## config.mk

```make
export PLATFORM = sky130hd
export DESIGN_NAME = pcar_regs
export DESIGN_NICKNAME = d
export VERILOG_FILES = /design/src/verilog/pcar_pkg.sv /design/src/verilog/pcar_move_if.sv /design/src/verilog/pcar_regs.sv /design/src/verilog/pcar_decode.sv /design/src/verilog/pcar_perm_check.sv
export SDC_FILE = /design/constraint.sdc
export NUM_CORES = 1
export LEC_CHECK = 0
export ABC_AREA = 1
export ABC_CLOCK_PERIOD_IN_PS = 1200
export BUFFER_PORTS_ARGS = -buffer_cell sky130_fd_sc_hd__buf_2
export CORE_UTILIZATION = 45
export CTS_BUF_LIST = sky130_fd_sc_hd__clkbuf_16
export DETAILED_ROUTE_END_ITERATION = 8
export PLACE_DENSITY = 0.75
export SLEW_MARGIN = 20
export SYNTH_ARGS = -nofsm -noshare
export SYNTH_HDL_FRONTEND = slang
export SYNTH_SLANG_ARGS = --single-unit
```

## constraint.sdc

```tcl
create_clock -name i_clk -period 1.2 [get_ports i_clk]
set_clock_uncertainty 0.05 [all_clocks]
set_input_delay 0 -clock i_clk [delete_from_list [all_inputs] [get_ports i_clk]]
set_output_delay 0 -clock i_clk [all_outputs]
set_load 0.01 [all_outputs]
```

## src/verilog/pcar_pkg.sv

```systemverilog
// constants and types for the prediction control and coprocessor permission registers
// assumes one clock domain and the core's synchronous reset
// Function
// - static prediction enable bit gated by global enable, resets to one.
// - bit 1 enables dynamic prediction under global enable, resets to one.
// - bit 0 enables return stack under global enable, resets to one.
// - prediction register privileged read/write; user access raises undefined exception.
// - prediction register selected by opcode1 0, primary 1, secondary 0, opcode2 1.
// - permission register governs coprocessors 0 to 13, never debug or system.
// - permission register 32 bits, fourteen fields, bits 31:28 read zero.
// - field 00 denies, 01 privileged only, 10 reserved, 11 full access.
// - writes to absent coprocessor fields ignored; field reads 00.
// - reset sets all permission fields to 00, access denied.
// - permission register privileged read/write; user access raises undefined exception.
// - permission register selected by opcode1 0, primary 1, secondary 0, opcode2 2.
// - prediction register bits 31:3 reserved, read as zero.
package pcar_pkg;
  localparam int unsigned pcar_ncp = 14;
  localparam logic [2:0] pcar_op1_sel = 3'h0;
  localparam logic [3:0] pcar_crn_sel = 4'h1;
  localparam logic [3:0] pcar_crm_sel = 4'h0;
  localparam logic [2:0] pcar_op2_pred = 3'h1;
  localparam logic [2:0] pcar_op2_perm = 3'h2;
  localparam int unsigned pcar_bit_static = 2;
  localparam int unsigned pcar_bit_dynamic = 1;
  localparam int unsigned pcar_bit_retstack = 0;
  localparam logic [2:0] pcar_pred_reset = 3'h7;
  localparam logic [27:0] pcar_perm_reset = 28'h0000000;
  localparam logic [1:0] pcar_perm_denied = 2'h0;
  localparam logic [1:0] pcar_perm_priv = 2'h1;
  localparam logic [1:0] pcar_perm_full = 2'h3;
  typedef enum logic [1:0] {
    pcar_sel_none = 2'b00,
    pcar_sel_pred = 2'b01,
    pcar_sel_perm = 2'b10
  } pcar_sel_type;
endpackage

```

## src/verilog/pcar_move_if.sv

```systemverilog
// decoded coprocessor move carried between decoder and top
// assumes the top drives the decoder's inputs
`timescale 1ns/10ps
interface pcar_move_if;
  import pcar_pkg::*;
  logic [2:0] op1;
  logic [3:0] primary_coproc_reg_number;
  logic [3:0] secondary_coproc_reg_number;
  logic [2:0] op2;
  pcar_sel_type sel;
  modport dec (input op1, primary_coproc_reg_number, secondary_coproc_reg_number, op2, output sel);
  modport top (output op1, primary_coproc_reg_number, secondary_coproc_reg_number, op2, input sel);
endinterface

```

## src/verilog/pcar_regs.sv

```systemverilog
// prediction control and coprocessor permission registers
// assumes one move per cycle from the pipeline, answered next cycle
`timescale 1ns/10ps
module pcar_regs (
  // clock and reset
  input wire logic i_clk,
  input wire logic i_reset,
  // coprocessor move request
  input wire logic i_move_valid,
  input wire logic i_move_write,
  input wire logic i_priv,
  input wire logic [2:0] i_op1,
  input wire logic [3:0] i_crn,
  input wire logic [3:0] i_crm,
  input wire logic [2:0] i_op2,
  input wire logic [31:0] i_wdata,
  // coprocessor use check
  input wire logic i_cp_valid,
  input wire logic [3:0] i_cp_num,
  // system configuration
  input wire logic [13:0] i_cp_present,
  input wire logic i_flow_predict_enable,
  // move answer
  output logic o_move_done,
  output logic [31:0] o_rdata,
  output logic o_undef,
  // coprocessor use answer
  output logic o_cp_undef,
  // prediction controls and coprocessor permissions
  output logic o_static_predict_enable,
  output logic o_dynamic_predict_enable,
  output logic o_return_stack_enable,
  output logic [27:0] o_coproc_permission
);
  import pcar_pkg::*;
  typedef struct packed {
    logic [2:0] pred;
    logic [27:0] perm;
    logic done;
    logic [31:0] rdata;
    logic undef;
    logic cp_undef;
    logic [2:0] feat;
  } pcar_state_type;
  pcar_state_type s_q, s_d;
  pcar_move_if mv ();
  logic allow;
  assign mv.op1 = i_op1;
  assign mv.primary_coproc_reg_number = i_crn;
  assign mv.secondary_coproc_reg_number = i_crm;
  assign mv.op2 = i_op2;
  pcar_decode u_dec (
    .mv(mv)
  );
  pcar_perm_check u_chk (
    .i_perm(s_q.perm),
    .i_cp_num(i_cp_num),
    .i_priv(i_priv),
    .o_allow(allow)
  );
  always_comb begin
    s_d = s_q;
    s_d.done = 1'b0;
    s_d.undef = 1'b0;
    s_d.rdata = 32'h00000000;
    s_d.cp_undef = i_cp_valid && !allow;
    if (i_move_valid && mv.sel != pcar_sel_none) begin
      s_d.done = 1'b1;
      if (!i_priv) begin
        s_d.undef = 1'b1;
      end else if (mv.sel == pcar_sel_pred) begin
        if (i_move_write) begin
          s_d.pred = i_wdata[2:0];
        end else begin
          s_d.rdata = {29'h0000000, s_q.pred};
        end
      end else begin
        if (i_move_write) begin
          for (int n = 0; n < pcar_ncp; n++) begin
            // absent coprocessors keep 00
            if (i_cp_present[n]) begin
              s_d.perm[2*n +: 2] = i_wdata[2*n +: 2];
            end
          end
        end else begin
          s_d.rdata = {4'h0, s_q.perm};
        end
      end
    end
    if (i_move_valid && mv.sel == pcar_sel_perm && !i_priv) begin
      s_d.undef = 1'b1;
    end
    // prediction enable outputs gated by global enable
    s_d.feat = i_flow_predict_enable ? s_d.pred : 3'h0;
    if (i_reset) begin
      s_d.pred = pcar_pred_reset;
      s_d.perm = pcar_perm_reset;
      s_d.done = 1'b0;
      s_d.rdata = 32'h00000000;
      s_d.undef = 1'b0;
      s_d.cp_undef = 1'b0;
      s_d.feat = 3'h0;
    end
  end
  always_ff @(posedge i_clk) begin
    s_q <= s_d;
  end
  assign o_move_done = s_q.done;
  assign o_rdata = s_q.rdata;
  assign o_undef = s_q.undef;
  assign o_cp_undef = s_q.cp_undef;
  assign o_static_predict_enable = s_q.feat[pcar_bit_static];
  assign o_dynamic_predict_enable = s_q.feat[pcar_bit_dynamic];
  assign o_return_stack_enable = s_q.feat[pcar_bit_retstack];
  assign o_coproc_permission = s_q.perm;

  chk_user_undef: assert property (@(posedge i_clk) disable iff (i_reset)
    i_move_valid && !i_priv && mv.sel != pcar_sel_none |=> o_undef && o_move_done)
    else $error("user move not refused");
  chk_pred_select: assert property (@(posedge i_clk) disable iff (i_reset)
    i_move_valid && i_priv && i_move_write && mv.sel == pcar_sel_pred
    |=> s_q.pred == $past(i_wdata[2:0]))
    else $error("prediction write lost");
  chk_perm_select: assert property (@(posedge i_clk) disable iff (i_reset)
    i_move_valid && i_priv && !i_move_write && mv.sel == pcar_sel_perm
    |=> o_rdata == {4'h0, $past(s_q.perm)})
    else $error("permission read wrong");
  chk_feat_gate: assert property (@(posedge i_clk) disable iff (i_reset)
    !i_flow_predict_enable |=> !o_static_predict_enable && !o_dynamic_predict_enable
      && !o_return_stack_enable)
    else $error("prediction not gated");
  chk_dyn_follow: assert property (@(posedge i_clk) disable iff (i_reset)
    i_flow_predict_enable |=> o_dynamic_predict_enable == s_q.pred[pcar_bit_dynamic])
    else $error("dynamic enable wrong");
  chk_absent_zero: assert property (@(posedge i_clk) disable iff (i_reset)
    i_move_valid && i_priv && i_move_write && mv.sel == pcar_sel_perm && !i_cp_present[5]
    && s_q.perm[11:10] == 2'h0 |=> s_q.perm[11:10] == 2'h0)
    else $error("absent field written");
  chk_reset_perm: assert property (@(posedge i_clk)
    i_reset |=> s_q.perm == pcar_perm_reset && s_q.pred == pcar_pred_reset)
    else $error("reset values wrong");
  chk_denied_cp: assert property (@(posedge i_clk) disable iff (i_reset)
    i_cp_valid && i_cp_num < 4'hE && s_q.perm[{i_cp_num, 1'b0} +: 2] == 2'h0 |=> o_cp_undef)
    else $error("denied access allowed");
  chk_sys_cp: assert property (@(posedge i_clk) disable iff (i_reset)
    i_cp_valid && i_cp_num >= 4'hE |=> !o_cp_undef)
    else $error("debug or system blocked");
  chk_pred_reserved: assert property (@(posedge i_clk) disable iff (i_reset)
    o_move_done && !o_undef && $past(mv.sel == pcar_sel_pred) |-> o_rdata[31:3] == 29'h0)
    else $error("reserved bits nonzero");
  cov_user_trap: cover property (@(posedge i_clk) o_undef);
  cov_perm_write: cover property (@(posedge i_clk)
    i_move_valid && i_priv && i_move_write && mv.sel == pcar_sel_perm);
  cov_cp_denied: cover property (@(posedge i_clk) o_cp_undef);
endmodule // pcar_regs

```

## src/verilog/pcar_decode.sv

```systemverilog
// register select decode for system control coprocessor moves
// assumes the move fields are valid whenever a move is presented
`timescale 1ns/10ps
module pcar_decode (
  pcar_move_if.dec mv
);
  import pcar_pkg::*;
  always_comb begin
    mv.sel = pcar_sel_none;
    if (mv.op1 == pcar_op1_sel && mv.primary_coproc_reg_number == pcar_crn_sel && mv.secondary_coproc_reg_number == pcar_crm_sel) begin
      if (mv.op2 == pcar_op2_pred) begin
        mv.sel = pcar_sel_pred;
      end else if (mv.op2 == pcar_op2_perm) begin
        mv.sel = pcar_sel_perm;
      end
    end
  end
endmodule // pcar_decode

```

## src/verilog/pcar_perm_check.sv

```systemverilog
// permission lookup for a coprocessor instruction
// assumes coprocessor numbers 14 and 15 are handled elsewhere
`timescale 1ns/10ps
module pcar_perm_check (
  input wire logic [27:0] i_perm,
  input wire logic [3:0] i_cp_num,
  input wire logic i_priv,
  output logic o_allow
);
  import pcar_pkg::*;
  function automatic logic [1:0] pcar_field(input logic [27:0] r, input logic [3:0] n);
    pcar_field = r[{n, 1'b0} +: 2];
  endfunction
  logic [1:0] f;
  always_comb begin
    f = pcar_field(i_perm, i_cp_num);
    o_allow = 1'b1;
    if (i_cp_num < 4'(pcar_ncp)) begin
      unique case (f)
        pcar_perm_full: o_allow = 1'b1;
        pcar_perm_priv: o_allow = i_priv;
        default: o_allow = 1'b0; // reserved treated as denied
      endcase
    end
  end
endmodule // pcar_perm_check

```

==> reports/qor.csv, run 1 <==
metric,value,unit
grt_max_degree,35,
io_buffers,128,
dieArea,8133,sq um
detailed_place_hpwl,6580,microns
pre_cts_ws,-187.0,ps
finalMaxSlewViolations,0,
place_inst,692,
syn-cell-area,3500,sq um
max_freq,843.5,MHz
yosys_warnings,0,
power_density,1112,nW/um^2
grt_usage,23.06,%
synthArstFlopShare,0,%
drive_gt1_share,28.35,%
cts_buffer_depth,2,
place_area,3946,sq um
tns,0,ps
finalSetupViolCount,0,
regArea,1304,sq um
multiInputGateArea,1428,sq um
worstHoldStart,i_priv,
maxCapViolCount,0,
ant_nets,0,
design.core.area,7370,sq um
whs_endpoint,o_undef$_SDFF_PP0_,
fin_nets,708,
p_leak,2.379,nW
ys_seq_area_share,37.18,%
synth_area_leader_cell,dfxtp_1,
diodes,0,
pin_count,137,
worst-endpoint-arrival,1350,ps
finalWorstSetupSlack,14.41,ps
rsz0062_at_grt,yes,
ys_types,29,
grt_pass1_wl,15050,microns
post-route-util,62.36,%
synth-seq-cells,65,
initial_core_util,47.49,%
fillers,703,
syn_to_final_growth,31.32,%
reg2reg_to,o_cp_undef$_SDFF_PP0_,
final_cell_area,4596,sq um
placementRows,31,
p_total,5.112,mW
start_kind,flip-flop,
cts-buffers-inserted,9,
grt_overflow,0,
syn_inst,521,
via_count,3440,
hold_violations,0,
crit_required,1370,ps
grt_antenna_before_repair,0,
die_y,90.19,microns
worstPathMaxFanout,4,
yosys.area.top_type_share,37.18,%
status,finished clean,
synth-edff-count,0,
drt_iter0_markers,159,
whs,28.43,ps
r2r_setup_slack,10,ps
fp.dieW,90.19,microns
reg2reg_from,o_coproc_permission[6]$_SDFFE_PP0P_,
final_cell_count_no_fill,741,
min_path_type,in2reg,
gp_congestion,0.8572,
hold_path_depth,2,
post-route-min-period,1186,ps
routed_wirelength,9199,microns
ys.flop_type,dfxtp_1,
remaining_drc_errors,0,
clock-root-buffer,clkbuf_16,
worstSkewPairLatency,330,ps
peakVddDrop,0.0007908,V
netlist_top_cells_area,"dfxtp_1 (37%), buf_4 (14%), nand2_1 (13%)",
critical_path_class,reg2reg,
r2r_cells,6,
viasPerCell,4.642,
cts_tree,done,
wl_per_cell,12.41,microns
dr.pass1.iters,4,
period_share,98.80,%
syn_area_per_cell,6.717,sq um
clk_pin_slew,50,ps
cts_sinks,65,
grt_pass1_vias,3345,
crit_path_end_kind,flip-flop,
cts_max_level,3,
## sequential cells by signal (all words and copies together) (netlist names)
register                  flops
o_coproc_permission          28
o_cp_undef                    1
o_dynamic_predict_enable      1
o_move_done                   1
o_rdata                      28
o_return_stack_enable         1
o_static_predict_enable       1
o_undef                       1
s_q                           3
## metal layers
metal  wire [microns]  track usage (%)
met4              169            10.75
met1             4009            27.43
met2             4506            39.38
met3              514            5.076
met5                0                0
## layout make-up
class / count / area share, %
repair buffers: 181 / 26.95
multi-input cells: 322 / 31.06
inverters: 58 / 4.846
flip-flops and latches: 65 / 28.37
well taps: 99 / 2.695
clock inverters: 7 / 1.171
clock buffers: 9 / 4.901
## synthesized netlist by cell type, types with 2 or more instances
cell      instances
nand4_1          14
nor2_1           95
o21ai_0           4
nand3_1          54
dfxtp_1          65
clkinv_1          2
buf_4            66
buf_2             5
inv_1            55
a21oi_1           9
nand2_1         119
nor2_2           10
nor3_1            2
clkbuf_1          6
## worst max path at each step
| stage | startpoint | end | cells after the start |
|---|---|---|---|
| final | o_coproc_permission[6]$_SDFFE_PP0P_ | o_cp_undef$_SDFF_PP0_ | 6 |
| after global routing | i_reset | o_rdata[2]$_SDFF_PP0_ | 7 |
| after CTS | o_coproc_permission[6]$_SDFFE_PP0P_ | o_cp_undef$_SDFF_PP0_ | 6 |
| after detailed placement | i_crn[3] | o_coproc_permission[9]$_SDFFE_PP0P_ | 10 |
| after global placement | i_crm[0] | o_coproc_permission[8]$_SDFFE_PP0P_ | 9 |
| after floorplan | i_crm[0] | o_coproc_permission[10]$_SDFFE_PP0P_ | 8 |
## placed cells by master, fill, tap and decap left out
cell type / Yosys / routed
or2_4: 1 / 1
nand3_2: 1 / 1
bufinv_16: 0 / 1
and2_0: 1 / 1
nand3b_1: 1 / 1
a21oi_1: 9 / 9
nand3_1: 54 / 54
nor3_1: 2 / 2
dfxtp_1: 65 / 63
a21boi_0: 1 / 1
inv_1: 55 / 57
o21ai_0: 4 / 4
buf_12: 1 / 7
buf_4: 66 / 13
nand4_1: 14 / 14
nor2_2: 10 / 10
buf_2: 5 / 128
dfxtp_2: 0 / 2
o21bai_1: 1 / 1
nand2_4: 1 / 1
conb_1: 1 / 4
clkinv_2: 0 / 1
clkinv_4: 0 / 1
nor3b_2: 1 / 1
dlygate4sd3_1: 0 / 31
a21oi_2: 1 / 1
nor2_4: 1 / 1
nor2_8: 1 / 1
clkbuf_16: 0 / 11
clkinv_1: 2 / 5
nand2_2: 0 / 1
nand2_1: 119 / 118
nor2_1: 95 / 95
## power breakdown
group | switching (mW) | total, mW | internal, mW
combinational | 0.258 | 0.500 | 0.242
sequential | 0.00162 | 2.17 | 2.17
clock | 0.878 | 2.44 | 1.56
total | 1.14 | 5.11 | 3.97
## worst max-delay path, stage by stage, from the launching register on
cell     delay [ps]
dfxtp_1         420
nand2_1          80
nand3_1          90
nand3_1          80
a21oi_1         160
and2_0          150
nor2_1           40
## kinds of logic (layout without fill, tap and decap cells)
logic type | Yosys count | in the layout | share of synthesized area, %
compound gates | 16 | 16 | 2.539
buf+inv | 137 | 255 | 22.42
flops | 65 | 65 | 37.18
other cells | 1 | 4 | 0.1072
simple gates | 302 | 302 | 37.75
## timing repair
action                     CTS  global route
setup endpoints to repair    0             8
resized for setup            0             5
hold buffers                31             0
hold endpoints to repair    36             0
setup buffers                0             0
Power figures use the tool's default switching activity.
==> inputs of run 2 (changes only) <==
- GPL_TIMING_DRIVEN: unset -> 0
==> run 2 against run 1 <==
Via count rose by 6.8%. First-iteration DRC count rose by 62%. Die area did not move. Register-to-register slack improved by 90 ps. Utilization rose by 4.8 points. Non-clock buffer count rose by 55. Final cell count rose by 7.4%. Highest routed layer unchanged. Clock-buffer cell count did not move.
==> reports/qor.csv, run 2 (synthesized netlist as in run 1, its figures left out) <==
metric,value,unit
finalMaxSlewViolations,0,
pre_cts_ws,-262.2,ps
drt_iter0_markers,257,
grt_max_degree,12,
place_inst,749,
power_density,1131,nW/um^2
cts_buffer_depth,2,
post-route-util,67.15,%
fp.dieW,90.19,microns
peakVddDrop,0.0006580,V
via_count,3674,
worst-endpoint-arrival,1340,ps
placementRows,31,
diodes,0,
crit_required,1410,ps
grt_overflow,0,
final_common_cell,buf_2,
post_cts_buffers,0,
viasPerCell,4.616,
ant_nets,0,
design.core.area,7370,sq um
cts-buffers-inserted,9,
worst-path-buf-inv,2,
min_path_type,in2reg,
cts_sinks,65,
maxCapViolCount,0,
p_total,5.599,mW
routed_wirelength,9576,microns
crit_path_end_kind,flip-flop,
worstSkewPairLatency,330,ps
clk_pin_slew,50,ps
grt_usage,24.53,%
hold_violations,0,
cts_tree,done,
pin_count,137,
dr.pass1.iters,5,
final_cell_area,4949,sq um
gp_congestion,0.9491,
dieArea,8133,sq um
die_y,90.19,microns
pwr-share-seq,38.7,%
cell_internal_pwr,4.409,mW
fin_nets,763,
p_leak,2.642,nW
max_freq,888.5,MHz
remaining_drc_errors,0,
period_share,93.79,%
finalSetupViolCount,0,
p_clk_share,52.3,%
whs,18.10,ps
worstPathMaxFanout,3,
grt_antenna_before_repair,0,
cp_cell_sequence,"buf_2, nor2_1, nand2_1, nor3_2, nand2_1, dlygate4sd3_1, nor2_1",
max_slew_margin,56.86,%
final_cell_count_no_fill,796,
critPathMaxStageDelay,580,ps
drive_gt1_share,34.72,%
syn_to_final_growth,41.40,%
detailed_place_hpwl,7069,microns
wl_per_cell,12.03,microns
critical_path_class,in2reg,
switching_share,21.26,%
multiInputGateArea,1448,sq um
switchingPower,1.190,mW
cp_top_family,buffers and inverters,
initial_core_util,47.49,%
regArea,1314,sq um
post-route-min-period,1125,ps
place_area,4265,sq um
io_buffers,126,
layout_common_cells,"buf_2 (130), nand2_1 (118), nor2_1 (95), buf_4 (66), inv_1 (56)",
finalWorstSetupSlack,74.56,ps
cts_max_level,3,
tns,0,ps
worst_pin_slew,647.0,ps
crit_slowest_cell,dlygate4sd3_1,
status,finished clean,
grt_pass1_vias,3401,
grt_pass1_wl,15840,microns
rsz0062_at_grt,yes,
combPwrFrac,9.0,%
clock-root-buffer,clkbuf_16,
start_kind,input port,
fillers,658,
[run 2: final cells by class]
cell class / instances / area share, %
plain buffers: 79 / 11.50
clock buffers: 9 / 4.551
flip-flops and latches: 65 / 26.55
inverters: 58 / 4.399
multi-input cells: 322 / 29.25
clock inverters: 7 / 2.225
repair buffers: 157 / 19.01
well taps: 99 / 2.503
[run 2: final timing paths]
path                                                        endpoint  slack (ps)  depth (start not counted)                            startpoint
worst max-delay path                              o_undef$_SDFF_PP0_          70                          7                              i_crn[3]
worst min-delay path            o_coproc_permission[27]$_SDFFE_PP0P_          20                          4                               i_reset
worst max register to register                 o_cp_undef$_SDFF_PP0_         100                          6  o_coproc_permission[14]$_SDFFE_PP0P_
worst min register to register                 o_rdata[0]$_SDFF_PP0_         420                          2                    s_q[66]$_SDFF_PP1_
[run 2: metal layers]
layer  up-vias  wire length (microns)  global-route usage [%]
met3        23                    597                   3.299
met5         -                      0                       0
li1       1891                      -                       -
met1      1601                   4023                   28.89
met4         0                    272                   11.02
met2       159                   4683                   44.02
[run 2: worst register-to-register path, cell delays in order (launching register included)]
cell	delay (ps)
dfxtp_2	370
nand2_1	70
nand3_1	80
nand3_1	80
a21oi_1	130
and2_1	140
nor2_1	60
[run 2: power by group through the flow]
stage / clock [mW] / sequential (mW) / combinational (mW)
after floorplan: 0 / 2.22 / 0.225
after global placement: 0 / 2.21 / 0.408
after detailed placement: 0 / 2.21 / 0.416
after CTS: 2.95 / 2.17 / 0.493
after global routing: 3.05 / 2.17 / 0.556
final: 2.93 / 2.17 / 0.502
[run 2: timing repair]
action	4_1_cts	5_1_grt
endpoints found under the hold margin	36	0
hold buffers	31	0
resized for setup	0	17
endpoints found under the setup margin	0	15
